[src/vat_pkg.sv]
// constants and field layouts for the virtual address translation unit
package vat_pkg;

  // address split
  localparam int unsigned VAT_ADDR_W    = 32;
  localparam int unsigned VAT_VPN_W     = 20;
  localparam int unsigned VAT_OFF_W     = 12;
  localparam int unsigned VAT_PFN_W     = 20;
  localparam int unsigned VAT_BYP_W     = 29;
  localparam int unsigned VAT_PID_W_DEF = 8;
  localparam int unsigned VAT_PID_W_MAX = 14;

  // translation buffer size
  localparam int unsigned VAT_ENTRIES = 16;
  localparam int unsigned VAT_IDX_W   = 4;

  // reset tags sit in the peripheral partition, which bypasses the buffer, so no reset entry ever translates an address
  localparam logic [VAT_VPN_W-1:0] VAT_TAG_RST_BASE = 20'he0000;

  // partition selectors on the top address bits
  localparam logic [2:0] VAT_PART_IO   = 3'h7;
  localparam logic [2:0] VAT_PART_KERN = 3'h6;
  localparam logic [1:0] VAT_PART_KMMU = 2'h2;
  localparam logic       VAT_PART_USER = 1'h0;

  // access kinds
  localparam logic [1:0] VAT_KIND_FETCH = 2'h0;
  localparam logic [1:0] VAT_KIND_LOAD  = 2'h1;
  localparam logic [1:0] VAT_KIND_STORE = 2'h2;
  localparam logic [1:0] VAT_KIND_FLUSH = 2'h3;

  // exception causes
  localparam logic [2:0] VAT_CAUSE_NONE   = 3'h0;
  localparam logic [2:0] VAT_CAUSE_FAST   = 3'h1;
  localparam logic [2:0] VAT_CAUSE_DOUBLE = 3'h2;
  localparam logic [2:0] VAT_CAUSE_PERM   = 3'h3;
  localparam logic [2:0] VAT_CAUSE_SUPER  = 3'h4;

  // register byte offsets
  localparam logic [7:0] VAT_OFS_CTRL  = 8'h00;
  localparam logic [7:0] VAT_OFS_IDX   = 8'h04;
  localparam logic [7:0] VAT_OFS_TAG   = 8'h08;
  localparam logic [7:0] VAT_OFS_TPID  = 8'h0c;
  localparam logic [7:0] VAT_OFS_DATA  = 8'h10;
  localparam logic [7:0] VAT_OFS_FADDR = 8'h14;
  localparam logic [7:0] VAT_OFS_FCAUS = 8'h18;

  // field positions
  localparam int unsigned VAT_BIT_EH     = 16;
  localparam int unsigned VAT_BIT_G      = 20;
  localparam int unsigned VAT_BIT_C      = 20;
  localparam int unsigned VAT_BIT_R      = 21;
  localparam int unsigned VAT_BIT_W      = 22;
  localparam int unsigned VAT_BIT_X      = 23;
  localparam int unsigned VAT_BIT_PEND   = 8;

  // values after reset
  localparam logic [31:0] VAT_RST_WORD = 32'h0000_0000;
  localparam logic        VAT_RST_BIT  = 1'h0;

endpackage

[src/vat_part_dec.sv]
// fixed partition decoder for the top virtual address bits
`timescale 1ns/1ps
`default_nettype none
module vat_part_dec
  import vat_pkg::*;
(
  // address
  input  wire logic [2:0] top_bits,
  // partition properties
  output logic            bypass,
  output logic            super_only,
  output logic            byp_cacheable
);

  // bit 31 alone never selects cacheability
  always_comb begin
    bypass        = 1'b0;
    super_only    = 1'b0;
    byp_cacheable = 1'b0;
    if (top_bits == VAT_PART_IO) begin
      bypass     = 1'b1;
      super_only = 1'b1;
    end else if (top_bits == VAT_PART_KERN) begin
      bypass        = 1'b1;
      super_only    = 1'b1;
      byp_cacheable = 1'b1;
    end else if (top_bits[2:1] == VAT_PART_KMMU) begin
      super_only = 1'b1;
    end else if (top_bits[2] == VAT_PART_USER) begin
      super_only = 1'b0;
    end
  end

endmodule
`default_nettype wire

[src/vat_tlb.sv]
// software-loaded translation buffer with fully associative lookup
`timescale 1ns/1ps
`default_nettype none
module vat_tlb
  import vat_pkg::*;
#(
  parameter int unsigned PID_W = VAT_PID_W_DEF
)
(
  // clock and reset
  input  wire logic                 sys_clk,
  input  wire logic                 rst,
  // load port
  input  wire logic                 wr_en,
  input  wire logic [VAT_IDX_W-1:0] wr_idx,
  input  wire logic [VAT_VPN_W-1:0] wr_vpn,
  input  wire logic [PID_W-1:0]     wr_pid,
  input  wire logic                 wr_g,
  input  wire logic [VAT_PFN_W-1:0] wr_pfn,
  input  wire logic [3:0]           wr_perm,
  // lookup port
  input  wire logic [VAT_VPN_W-1:0] virtual_page_number,
  input  wire logic [PID_W-1:0]     process_identifier,
  output logic                      hit,
  output logic [VAT_PFN_W-1:0]      physical_frame_number,
  output logic [3:0]                perm
);

  // perm holds {x, w, r, c}
  logic [VAT_VPN_W-1:0] tag_vpn [VAT_ENTRIES];
  logic [PID_W-1:0]     tag_pid [VAT_ENTRIES];
  logic                 tag_g   [VAT_ENTRIES];
  logic [VAT_PFN_W-1:0] dat_pfn [VAT_ENTRIES];
  logic [3:0]           dat_prm [VAT_ENTRIES];

  // only software writes entries; nothing here walks a page table
  always_ff @(posedge sys_clk or posedge rst) begin
    if (rst) begin
      for (int i = 0; i < VAT_ENTRIES; i++) begin
        tag_vpn[i] <= VAT_TAG_RST_BASE + VAT_VPN_W'(i);
        tag_pid[i] <= '0;
        tag_g[i]   <= 1'b0;
        dat_pfn[i] <= '0;
        dat_prm[i] <= '0;
      end
    end else if (wr_en) begin
      tag_vpn[wr_idx] <= wr_vpn;
      tag_pid[wr_idx] <= wr_pid;
      tag_g[wr_idx]   <= wr_g;
      dat_pfn[wr_idx] <= wr_pfn;
      dat_prm[wr_idx] <= wr_perm;
    end
  end

  // duplicate mappings are software's fault; results are or-ed together
  always_comb begin
    hit                   = 1'b0;
    physical_frame_number = '0;
    perm                  = '0;
    for (int i = 0; i < VAT_ENTRIES; i++) begin
      if (tag_vpn[i] == virtual_page_number && (tag_g[i] || tag_pid[i] == process_identifier)) begin
        hit                   = 1'b1;
        physical_frame_number = physical_frame_number | dat_pfn[i];
        perm                  = perm | dat_prm[i];
      end
    end
  end

endmodule
`default_nettype wire

[src/vat_top.sv]
// virtual address translation unit: apb registers, partition checks and translation
//
// Our own choices: the address map and the APB register port.
`timescale 1ns/1ps
`default_nettype none
module vat_top
  import vat_pkg::*;
#(
  parameter int unsigned PID_W = VAT_PID_W_DEF  // keep within 8..14
)
(
  // clock and reset
  input  wire logic                  sys_clk,
  input  wire logic                  rst,
  // apb slave
  input  wire logic                  psel,
  input  wire logic                  penable,
  input  wire logic                  pwrite,
  input  wire logic [31:0]           paddr,
  input  wire logic [31:0]           pwdata,
  output logic [31:0]                prdata,
  output logic                       pready,
  output logic                       pslverr,
  // translation request from the pipeline
  input  wire logic                  req_valid,
  input  wire logic [VAT_ADDR_W-1:0] req_vaddr,
  input  wire logic [1:0]            req_kind,
  input  wire logic                  req_io,
  input  wire logic                  req_user,
  // translation result
  output logic                       rsp_valid,
  output logic [VAT_ADDR_W-1:0]      rsp_paddr,
  output logic                       rsp_cacheable,
  output logic                       rsp_fault,
  output logic [2:0]                 rsp_cause
);

  function automatic logic ofs_mapped(input logic [31:0] a);
    ofs_mapped = (a[31:8] == 24'h00_0000) && (a[1:0] == 2'h0) && (a[7:0] <= VAT_OFS_FCAUS);
  endfunction

  // register state
  logic [PID_W-1:0]     process_identifier;
  logic                 exception_handler_flag;
  logic [VAT_IDX_W-1:0] entry_idx;
  logic [VAT_VPN_W-1:0] stage_vpn;
  logic                 stage_g;
  logic [PID_W-1:0]     stage_pid;
  logic [VAT_PFN_W-1:0] stage_pfn;
  logic [3:0]           stage_perm;
  logic [31:0]          fault_addr;
  logic [2:0]           fault_cause;
  logic                 fault_pend;
  logic [PID_W-1:0]     next_process_identifier;
  logic                 next_exception_handler_flag;
  logic [VAT_IDX_W-1:0] next_entry_idx;
  logic [VAT_VPN_W-1:0] next_stage_vpn;
  logic                 next_stage_g;
  logic [PID_W-1:0]     next_stage_pid;
  logic [VAT_PFN_W-1:0] next_stage_pfn;
  logic [3:0]           next_stage_perm;
  logic [31:0]          next_fault_addr;
  logic [2:0]           next_fault_cause;
  logic                 next_fault_pend;
  logic [31:0]          next_prdata;
  logic                 next_pready;
  logic                 next_pslverr;

  // translation state
  logic                  next_rsp_valid;
  logic [VAT_ADDR_W-1:0] next_rsp_paddr;
  logic                  next_rsp_cacheable;
  logic                  next_rsp_fault;
  logic [2:0]            next_rsp_cause;

  // lookup wires
  logic                 bypass;
  logic                 super_only;
  logic                 byp_cacheable;
  logic                 tlb_hit;
  logic [VAT_PFN_W-1:0] tlb_pfn;
  logic [3:0]           tlb_perm;
  logic                 tlb_load;
  logic                 apb_wr;
  logic                 apb_setup;
  logic                 perm_ok;
  logic                 is_data;
  logic                 raw_fault;

  vat_part_dec u_part (
    .top_bits      (req_vaddr[31:29]),
    .bypass        (bypass),
    .super_only    (super_only),
    .byp_cacheable (byp_cacheable)
  );

  vat_tlb #(
    .PID_W (PID_W)
  ) u_tlb (
    .sys_clk               (sys_clk),
    .rst                   (rst),
    .wr_en                 (tlb_load),
    .wr_idx                (entry_idx),
    .wr_vpn                (stage_vpn),
    .wr_pid                (stage_pid),
    .wr_g                  (stage_g),
    .wr_pfn                (next_stage_pfn),
    .wr_perm               (next_stage_perm),
    .virtual_page_number   (req_vaddr[VAT_ADDR_W-1:VAT_OFF_W]),
    .process_identifier    (process_identifier),
    .hit                   (tlb_hit),
    .physical_frame_number (tlb_pfn),
    .perm                  (tlb_perm)
  );

  // translation decision; the result registers one cycle after the request
  always_comb begin
    is_data = (req_kind != VAT_KIND_FETCH);
    unique case (req_kind)
      VAT_KIND_FETCH: perm_ok = tlb_perm[3];
      VAT_KIND_LOAD:  perm_ok = tlb_perm[1];
      VAT_KIND_STORE: perm_ok = tlb_perm[2];
      VAT_KIND_FLUSH: perm_ok = 1'b1;
    endcase
    next_rsp_valid = req_valid;
    next_rsp_cause = VAT_CAUSE_NONE;
    if (req_user && super_only) begin
      next_rsp_cause = VAT_CAUSE_SUPER;
    end else if (!bypass && !tlb_hit) begin
      next_rsp_cause = exception_handler_flag ? VAT_CAUSE_DOUBLE : VAT_CAUSE_FAST;
    end else if (!bypass && !perm_ok) begin
      next_rsp_cause = VAT_CAUSE_PERM;
    end
    raw_fault      = req_valid && (next_rsp_cause != VAT_CAUSE_NONE);
    next_rsp_fault = raw_fault;
    // high frames only ever come out of the buffer path
    if (bypass) begin
      next_rsp_paddr = {3'h0, req_vaddr[VAT_BYP_W-1:0]};
    end else begin
      next_rsp_paddr = {tlb_pfn, req_vaddr[VAT_OFF_W-1:0]};
    end
    // fetches report uncached: cacheability here speaks of data only
    next_rsp_cacheable = is_data && !req_io && (bypass ? byp_cacheable : tlb_perm[0]);
    if (raw_fault) begin
      next_rsp_paddr     = '0;
      next_rsp_cacheable = 1'b0;
    end
  end

  always_ff @(posedge sys_clk or posedge rst) begin
    if (rst) begin
      rsp_valid     <= VAT_RST_BIT;
      rsp_paddr     <= VAT_RST_WORD;
      rsp_cacheable <= VAT_RST_BIT;
      rsp_fault     <= VAT_RST_BIT;
      rsp_cause     <= VAT_CAUSE_NONE;
    end else begin
      rsp_valid     <= next_rsp_valid;
      rsp_paddr     <= next_rsp_paddr;
      rsp_cacheable <= next_rsp_cacheable;
      rsp_fault     <= next_rsp_fault;
      rsp_cause     <= next_rsp_cause;
    end
  end

  // register file; pready is a flop so every access completes with no wait state
  always_comb begin
    apb_setup                   = psel && !penable;
    apb_wr                      = psel && penable && pready && pwrite && !pslverr;
    next_process_identifier     = process_identifier;
    next_exception_handler_flag = exception_handler_flag;
    next_entry_idx              = entry_idx;
    next_stage_vpn              = stage_vpn;
    next_stage_g                = stage_g;
    next_stage_pid              = stage_pid;
    next_stage_pfn              = stage_pfn;
    next_stage_perm             = stage_perm;
    next_fault_addr             = fault_addr;
    next_fault_cause            = fault_cause;
    next_fault_pend             = fault_pend;
    tlb_load                    = 1'b0;
    if (apb_wr) begin
      unique case (paddr[7:0])
        VAT_OFS_CTRL: begin
          next_process_identifier     = pwdata[PID_W-1:0];
          next_exception_handler_flag = pwdata[VAT_BIT_EH];
        end
        VAT_OFS_IDX: next_entry_idx = pwdata[VAT_IDX_W-1:0];
        VAT_OFS_TAG: begin
          next_stage_vpn = pwdata[VAT_VPN_W-1:0];
          next_stage_g   = pwdata[VAT_BIT_G];
        end
        VAT_OFS_TPID: next_stage_pid = pwdata[PID_W-1:0];
        VAT_OFS_DATA: begin
          next_stage_pfn  = pwdata[VAT_PFN_W-1:0];
          next_stage_perm = {pwdata[VAT_BIT_X], pwdata[VAT_BIT_W], pwdata[VAT_BIT_R], pwdata[VAT_BIT_C]};
          tlb_load        = 1'b1;
        end
        VAT_OFS_FCAUS: begin
          if (pwdata[VAT_BIT_PEND]) begin
            next_fault_pend = 1'b0;
          end
        end
        default: begin
        end
      endcase
    end
    // hardware sets after the software clear so a same-cycle fault is kept
    if (raw_fault) begin
      next_fault_addr             = req_vaddr;
      next_fault_cause            = next_rsp_cause;
      next_fault_pend             = 1'b1;
      next_exception_handler_flag = 1'b1;
    end
    next_pready  = apb_setup;
    next_pslverr = apb_setup && !ofs_mapped(paddr);
    next_prdata  = '0;
    if (apb_setup) begin
      unique case (paddr[7:0])
        VAT_OFS_CTRL: begin
          next_prdata[PID_W-1:0]   = process_identifier;
          next_prdata[VAT_BIT_EH]  = exception_handler_flag;
        end
        VAT_OFS_IDX:  next_prdata[VAT_IDX_W-1:0] = entry_idx;
        VAT_OFS_TAG: begin
          next_prdata[VAT_VPN_W-1:0] = stage_vpn;
          next_prdata[VAT_BIT_G]     = stage_g;
        end
        VAT_OFS_TPID: next_prdata[PID_W-1:0] = stage_pid;
        VAT_OFS_DATA: begin
          next_prdata[VAT_PFN_W-1:0]           = stage_pfn;
          next_prdata[VAT_BIT_X:VAT_BIT_C]     = {stage_perm[3], stage_perm[2], stage_perm[1], stage_perm[0]};
        end
        VAT_OFS_FADDR: next_prdata = fault_addr;
        VAT_OFS_FCAUS: begin
          next_prdata[2:0]          = fault_cause;
          next_prdata[VAT_BIT_PEND] = fault_pend;
        end
        default: next_prdata = '0;
      endcase
      if (!ofs_mapped(paddr)) begin
        next_prdata = '0;
      end
    end
  end

  always_ff @(posedge sys_clk or posedge rst) begin
    if (rst) begin
      process_identifier     <= '0;
      exception_handler_flag <= VAT_RST_BIT;
      entry_idx              <= '0;
      stage_vpn              <= '0;
      stage_g                <= VAT_RST_BIT;
      stage_pid              <= '0;
      stage_pfn              <= '0;
      stage_perm             <= '0;
      fault_addr             <= VAT_RST_WORD;
      fault_cause            <= VAT_CAUSE_NONE;
      fault_pend             <= VAT_RST_BIT;
      prdata                 <= VAT_RST_WORD;
      pready                 <= VAT_RST_BIT;
      pslverr                <= VAT_RST_BIT;
    end else begin
      process_identifier     <= next_process_identifier;
      exception_handler_flag <= next_exception_handler_flag;
      entry_idx              <= next_entry_idx;
      stage_vpn              <= next_stage_vpn;
      stage_g                <= next_stage_g;
      stage_pid              <= next_stage_pid;
      stage_pfn              <= next_stage_pfn;
      stage_perm             <= next_stage_perm;
      fault_addr             <= next_fault_addr;
      fault_cause            <= next_fault_cause;
      fault_pend             <= next_fault_pend;
      prdata                 <= next_prdata;
      pready                 <= next_pready;
      pslverr                <= next_pslverr;
    end
  end

endmodule
`default_nettype wire

[config.mk]
export PLATFORM = sky130hd
export DESIGN_NAME = vat_top
export DESIGN_NICKNAME = d
export VERILOG_FILES = /design/src/vat_pkg.sv /design/src/vat_part_dec.sv /design/src/vat_tlb.sv /design/src/vat_top.sv
export SDC_FILE = /design/constraint.sdc
export NUM_CORES = 2
export LEC_CHECK = 0
export BUFFER_PORTS_ARGS = -buffer_cell sky130_fd_sc_hd__buf_2
export CORE_UTILIZATION = 60
export CTS_BUF_LIST = sky130_fd_sc_hd__clkbuf_8
export DETAILED_ROUTE_END_ITERATION = 7
export GPL_TIMING_DRIVEN = 0
export PLACE_DENSITY = 0.85
export SYNTH_ARGS = -nofsm -noshare
export SYNTH_HDL_FRONTEND = slang
export SYNTH_SLANG_ARGS = --single-unit
[constraint.sdc]
create_clock -name sys_clk -period 54 [get_ports sys_clk]
set_input_delay 10.8 -clock sys_clk [delete_from_list [all_inputs] [get_ports sys_clk]]
set_output_delay 10.8 -clock sys_clk [all_outputs]
set_load 0.05 [all_outputs]
# --- Yosys cells after proc, flatten, opt, wreduce, memory -nomap -nowiden ---
# Cells that the tools add are included.
word_totals:
  out_inout_bits: 72
  register_bits: 1022
  elab_cells: 347
  input_bits: 106
classes:
  bitwise_logic: 31
  reduce_logical: 70
  n_eq_ne: 44
  mux: 100
  magnitude_cmp: 3
ops:
  columns: ["cell", "n"]
  rows:
  - ["320-bit bitwise mux", 2]
  - ["20-bit two-way mux", 19]
  - ["20-bit == test", 16]
  - ["20-bit bitwise OR", 15]
  - ["128-bit bitwise mux", 1]
  - ["8-bit == test", 16]
  - ["32-bit two-way mux", 4]
  - ["20-bit demux with 4-bit select", 1]
  - ["4-bit two-way mux", 19]
  - ["64-bit bitwise mux", 1]
  - ["4-bit bitwise OR", 15]
  - ["1-bit two-way mux", 34]
  - ["8-bit demux with 4-bit select", 1]
  - ["1-bit logical AND", 31]
  - ["8-bit by 5-bit == test with 1-bit output, second input constant", 3]
  - ["24-bit zero test", 1]
  - ["3-bit case mux with 7 select lines", 1]
  - ["7-bit case mux with 3 select lines", 1]
  - ["4-bit case mux with 5 select lines", 1]
  - ["16-bit bitwise mux", 1]
  - ["4-bit demux with 4-bit select", 1]
  - ["8-bit by 4-bit == test with 1-bit output, second input constant", 2]
  - ["1-bit logical OR", 16]
  - ["8-bit two-way mux", 2]
  - ["other kinds (22)", 44]

# --- Depth between registers and ports, before layout ---
depth:
  ltp_word: 44
  mapped_depth: 15
  depth_no_buf: 11

# --- Hierarchy ---
# From an unflattened synthesis, not the netlist that was laid out.
unflattened:
  hier_cells: 3987
  area_unflattened_um2: 50018.0
modules_own_cells:
  columns: ["module", "instances", "cells_each", "area_each_um2"]
  rows:
  - ["vat_tlb", 1, 3457, 42816.1]
  - ["vat_top", 1, 527, 7181.9]
  - ["vat_part_dec", 1, 3, 20.0]

# --- Least setup slack after synthesis ---
# No wires, ideal clock.
synth_path:
  kind: "input to register"
  start: "input port req_vaddr[17]"
  end: "register fault_addr[10]"
  arrival_time_ns: 13.305
  required_ns: 53.875
  cell_stages: 14
  path_slack_ns: 40.569
  path_buffers: 4
  cell_sequence: "buf_4 -> buf_4 -> xor2_1 -> nor4_1 -> nand3_1 -> nor4_4 -> a22oi_1 -> and3_1 -> nand4_2 -> nand4_4 -> o21ai_4 -> buf_6 -> buf_12 -> mux2_4"
synth_between:
  elab_chain_cells: 41
synth_lines:
  columns: ["item", "line", "rtl"]
  rows:
  - ["start, declared", "vat_top.sv:26", "input wire logic [VAT_ADDR_W-1:0] req_vaddr,"]
  - ["20-bit == test", "vat_tlb.sv:61", "if (tag_vpn[i] == virtual_page_number && (tag_g[i] || tag_pid[i] == process_identifier)) begin"]
  - ["1-bit logical AND", "vat_tlb.sv:61", null]
  - ["4-bit two-way mux", "vat_tlb.sv:61", null]
  - ["4-bit bitwise OR", "vat_tlb.sv:64", "perm = perm | dat_prm[i];"]
  - ["4-bit two-way mux", "vat_tlb.sv:61", null]
  - ["4-bit bitwise OR", "vat_tlb.sv:64", null]
  - ["4-bit two-way mux", "vat_tlb.sv:61", null]
  - ["4-bit bitwise OR", "vat_tlb.sv:64", null]
  - ["[... 25 more ...]", null, null]
  - ["1-bit case mux with 4 select lines", "vat_top.sv:119", "unique case (req_kind)"]
  - ["1-bit zero test", "vat_top.sv:131", "end else if (!bypass && !perm_ok) begin"]
  - ["1-bit logical AND", "vat_top.sv:131", null]
  - ["2-bit two-way mux", "vat_top.sv:131", null]
  - ["2-bit two-way mux (*)", "vat_top.sv:129", "end else if (!bypass && !tlb_hit) begin"]
  - ["3-bit two-way mux (*)", "vat_top.sv:127", "if (req_user && super_only) begin"]
  - ["3-bit nonzero test (*)", "vat_top.sv:134", "raw_fault = req_valid && (next_rsp_cause != VAT_CAUSE_NONE);"]
  - ["1-bit logical AND (*)", "vat_top.sv:134", null]
  - ["end signal, assigned", "vat_top.sv:272", "fault_addr <= next_fault_addr;"]
  - ["end, declared", "vat_top.sv:51", "logic [31:0] fault_addr;"]
# Every way passes the cells marked *; elsewhere a longest branch is shown, timed or not.
# A chain may end at the register's enable or synchronous reset.

# --- Final worst setup path ---
layout_path:
  start: "input port req_vaddr[22]"
  end: "register rsp_paddr[14]"
layout_between:
  elab_chain_cells: 42
layout_lines:
  columns: ["item", "line", "rtl"]
  rows:
  - ["20-bit == test", "vat_tlb.sv:61", null]
  - ["1-bit logical AND", "vat_tlb.sv:61", null]
  - ["4-bit two-way mux", "vat_tlb.sv:61", null]
  - ["4-bit bitwise OR", "vat_tlb.sv:64", null]
  - ["4-bit two-way mux", "vat_tlb.sv:61", null]
  - ["4-bit bitwise OR", "vat_tlb.sv:64", null]
  - ["4-bit two-way mux", "vat_tlb.sv:61", null]
  - ["4-bit bitwise OR", "vat_tlb.sv:64", null]
  - ["[... 27 more ...]", null, null]
  - ["1-bit logical AND", "vat_top.sv:131", null]
  - ["2-bit two-way mux", "vat_top.sv:131", null]
  - ["2-bit two-way mux", "vat_top.sv:129", null]
  - ["3-bit two-way mux", "vat_top.sv:127", null]
  - ["3-bit nonzero test", "vat_top.sv:134", null]
  - ["1-bit logical AND", "vat_top.sv:134", null]
  - ["32-bit two-way mux (*)", "vat_top.sv:144", "if (raw_fault) begin"]
  - ["via next_rsp_paddr[14]", "vat_top.sv:71", "logic [VAT_ADDR_W-1:0] next_rsp_paddr;"]
  - ["end signal, assigned", "vat_top.sv:159", "rsp_paddr <= next_rsp_paddr;"]
  - ["end, declared", "vat_top.sv:32", "output logic [VAT_ADDR_W-1:0] rsp_paddr,"]
# The timed path passes the listed nets; every way through them passes the cells marked *.

==> key figures <==
Floorplanning
  – Chip Height: 277 um
  – Number of standard-cell rows in the floorplan: 100
  – I/O pin count: 178
  – Total core area: 0.0747 mm^2
  – Floorplan die width: 277 um
  – Die Footprint: 0.0768 mm^2
  – Initial core utilization: 0.608

Worst setup path
  – Crit-path leading delay family: buffers and inverters
  – Critical path class: input pin to flop
  – Buffer and inverter count on the worst path: 4
  – Maximum fanout along the worst path: 10
  – Data required time at the worst endpoint: 54,700 ps
  – Largest stage delay, worst path: 1060 ps
  – Crit path cell chain: buf_4 > buf_2 > xnor2_1 > nand4_1 > nor4_4 > clkbuf_1 > clkbuf_1 > a22oi_1 > nand3_1 > o21ai_0 > a21oi_1
  – Cell at the slowest stage of the critical path: sky130_fd_sc_hd__nor4_4
  – Worst Setup End Kind: flop
  – Most repeated library cell on the critical path: sky130_fd_sc_hd__clkbuf_1
  – Critical path data arrival time: 15,840 ps
  – Startpoint class of the critical path: input pin

Finish
  – Layout cells sized above 1: 0.262
  – Total number of nets in the final design: 4,225
  – Filler instances: 5,245
  – Area taken by flip-flops and latches: 0.0257 mm^2
  – Area growth, synth to finish: 11.8%
  – Area of the multi-input gates: 0.0182 mm^2
  – Final cell utilization of the core: 0.680

Synthesis
  – Most frequent cells after synthesis: sky130_fd_sc_hd__dfrtp_1, sky130_fd_sc_hd__mux2_2, sky130_fd_sc_hd__nand2_1
  – Most repeated cell in the gate-level netlist after synthesis: sky130_fd_sc_hd__dfrtp_1
  – Area fraction in compound gates after synthesis: 0.0910
  – Largest area contributor in the netlist: sky130_fd_sc_hd__dfrtp_1
  – Basic-gate share of the synthesized area counting and, or, nand and nor cells: 0.0789
  – Synthesized instance count: 3,797
  – Main synth FF type: sky130_fd_sc_hd__dfrtp_1
  – Post-synthesis share of cell area spent on full adders, half adders and majority gates: 0
  – Main area contributors after synthesis: sky130_fd_sc_hd__dfrtp_1, sky130_fd_sc_hd__mux2_2, sky130_fd_sc_hd__xor2_1, sky130_fd_sc_hd__dfstp_2, sky130_fd_sc_hd__o21ai_0
  – Sequential area share after synthesis: 0.565
  – Number of enable flip-flop cells after synthesis: 0
  – Yosys top cell area share: 0.519
  – Synthesized Nets: 3,903
  – Distinct cell type count after synthesis: 55
  – Syn. warnings: 0
  – Async set-reset flop share out of synthesis: 1.00
  – Post-synthesis mux area share: 0.143
  – Post-synthesis share of cell area spent on xor and xnor gates: 0.0863
  – Flip-flop and latch count after synthesis: 1,022
  – Post-Synthesis Cell Area: 0.0454 mm^2
  – Mean instance size in the synthesized netlist: 12.0 um^2
  – Dominant combinational cell family by area after synthesis: multiplexers

Place
  – Final HPWL from detailed placement: 109,000 um
  – Port bufs: 149
  – Final weighted congestion in routability-driven placement: 1.05

Pwr
  – IR drop worst, VDD: 0.0000240 V
  – Leakage power figure: 25.2 nW
  – Total power density per cell area: 29.3 mW/mm^2

Timing
  – Achievable Freq: 0.0660 GHz
  – Share of the clock period used by the worst path: 0.280
  – Total count of max-transition violations in the final report: 8
  – Hold violation total from the final report: 0
  – Unrepaired setup endpoints after global routing: false
  – Slew at the pin with the worst max-slew slack: 1550 ps
  – Tmin final: 15,140 ps
  – Final TNS setup: 0 ps
  – Slew margin rel.: -0.0390
  – Layout Skew: 34.7 ps
  – Number of endpoints failing setup at the final stage: 0

GRT
  – Met1 usage: 0.517
  – Pin count of the biggest net entering global routing: 139
  – Number of antenna violations at the first check in global routing: 16
  – Routing usage on met2: 0.614
  – Total routing usage reported by global routing: 0.430
  – Met3 track utilization from global routing: 0.174
  – Global route total overflow: 0
  – First-pass GRT wire length: 236,000 um
  – Via count of the first global-routing pass: 35,640
  – Most Used Layer, Global Route: met2

Routing
  – Detail Route Antenna Nets: 0
  – DRC violation count after routing: 0
  – Pre-antenna DRT Iters: 7
  – Vias per cell: 6.83
  – Wirelength, routed: 165,000 um
  – Iteration-0 DRC Markers: 5,958
  – Post-DR wirelength/cell: 31.6 um
  – Vias: 35,614

Clock tree
  – TritonCTS clock tree: done
  – CTS clk-pin slew, worst paths: 60 ps
  – Clock tree buffer depth: 3
  – Clock insertion delay at the later pin of the skew report: 860 ps
  – Cts bufs inserted: 159
  – Post-CTS Hold Fix Bufs: 0
  – PostCTS Resize Cnt: 0
  – Clock tree root driver cell: sky130_fd_sc_hd__clkbuf_8
  – H-tree levels: 4
  – Clock sink total: 1,022
  – Number of post-CTS setup repair buffers: 0

Outcome
  – Outcome: finished with violations
  – Violations in the final reports: capacitance limit, slew limit

Worst hold path
  – Path type of the worst min-delay path: flop to flop

Run
  – Max-cap violations: 1
[per-layer routing]
| layer | vias up | wire, um |
|---|---|---|
| met2 | 3156 | 69100 |
| met1 | 17517 | 56600 |
| met5 | - | 91 |
| met3 | 1008 | 23500 |
| li1 | 13921 | - |
| met4 | 12 | 15800 |
[power by group]
group / leakage (nW) / switching [mW] / internal [mW]
clock: 1.84 / 0.312 / 0.330
combinational: 9.45 / 0.0521 / 0.0196
sequential: 13.9 / 0.00391 / 0.771
[flip-flops by register name, indices dropped and copies added (netlist names), 3 cells and up]
signal,count
u_tlb.tag_vpn,320
u_tlb.dat_pfn,320
rsp_paddr,32
u_tlb.dat_prm,64
u_tlb.tag_pid,128
stage_perm,4
prdata,32
rsp_cause,3
fault_cause,3
process_identifier,8
fault_addr,32
u_tlb.tag_g,16
entry_idx,4
stage_vpn,20
stage_pfn,20
stage_pid,8
[worst reg2reg max path: cells and delay by family, from the launching register on]
kind	cells	cell delay, ps
simple gates	3	1700
flops	1	370
buf+inv	4	2230
xor+xnor	1	180
compound gates	4	950
[per-stage QoR]
stage,hold WS (ps),worst slack (ps),power [mW],std cells,area (um^2)
floorplan,446,14570,0.830,3797,45400
global placement,461,4640,0.856,4915,47400
detailed placement,469,38590,0.857,4927,47700
CTS,483,39440,1.48,5209,50800
global route,494,39100,1.52,5212,50800
finish,480,38860,1.49,5218,50800
[final cells by class]
| type | count | area share |
|---|---|---|
| clock buffers | 198 | 0.0536 |
| plain buffers | 322 | 0.0295 |
| multi-input cells | 2422 | 0.358 |
| well taps | 969 | 0.0239 |
| diodes | 9 | 0.000443 |
| repair buffers | 161 | 0.0197 |
| flip-flops and latches | 1022 | 0.505 |
| inverters | 31 | 0.00244 |
| clock inverters | 84 | 0.00748 |
[cells in the final DEF (no fill, tap or decap), drive strengths merged, types with 13 or more instances in the layout]
cell type	synthesis	layout
a221oi	50	50
nand3	54	54
and2	25	25
buf	134	295
a21oi	33	33
a222oi	19	19
mux2	541	541
mux2i	30	30
o21ai	404	404
nor3	13	13
a22oi	91	91
nor4	107	107
inv	31	102
xnor2	128	128
clkbuf	188	386
nor2	37	37
nand2	429	429
xor2	320	320
nand4	46	46
dfrtp	942	942
dfstp	80	80
a22o	52	52
[path summary, 6_finish.rpt]
path                                  startpoint                 end  slack, ps  cells past startpoint
setup / recovery                   req_vaddr[22]       rsp_paddr[14]      38860                     11
hold / removal                u_tlb.dat_pfn[313]  u_tlb.dat_pfn[313]        480                      2
setup reg to reg           process_identifier[5]       rsp_paddr[14]      48430                     12
hold reg to reg               u_tlb.dat_pfn[313]  u_tlb.dat_pfn[313]        480                      2
max in group asynchronous                    rst  u_tlb.tag_vpn[229]      41770                      5
min in group asynchronous                    rst       rsp_paddr[14]      10020                      2
[cells by family (layout without fill, tap and decap cells)]
family,Yosys count,count (layout)
AO/OA/AOI/OAI,663,663
flip-flops,1022,1022
other,0,9
buffers and inverters,353,796
multiplexers,574,574
AND/OR/NAND/NOR,737,737
XOR/XNOR,448,448
Note: power is estimated with default switching activity, not from simulation.
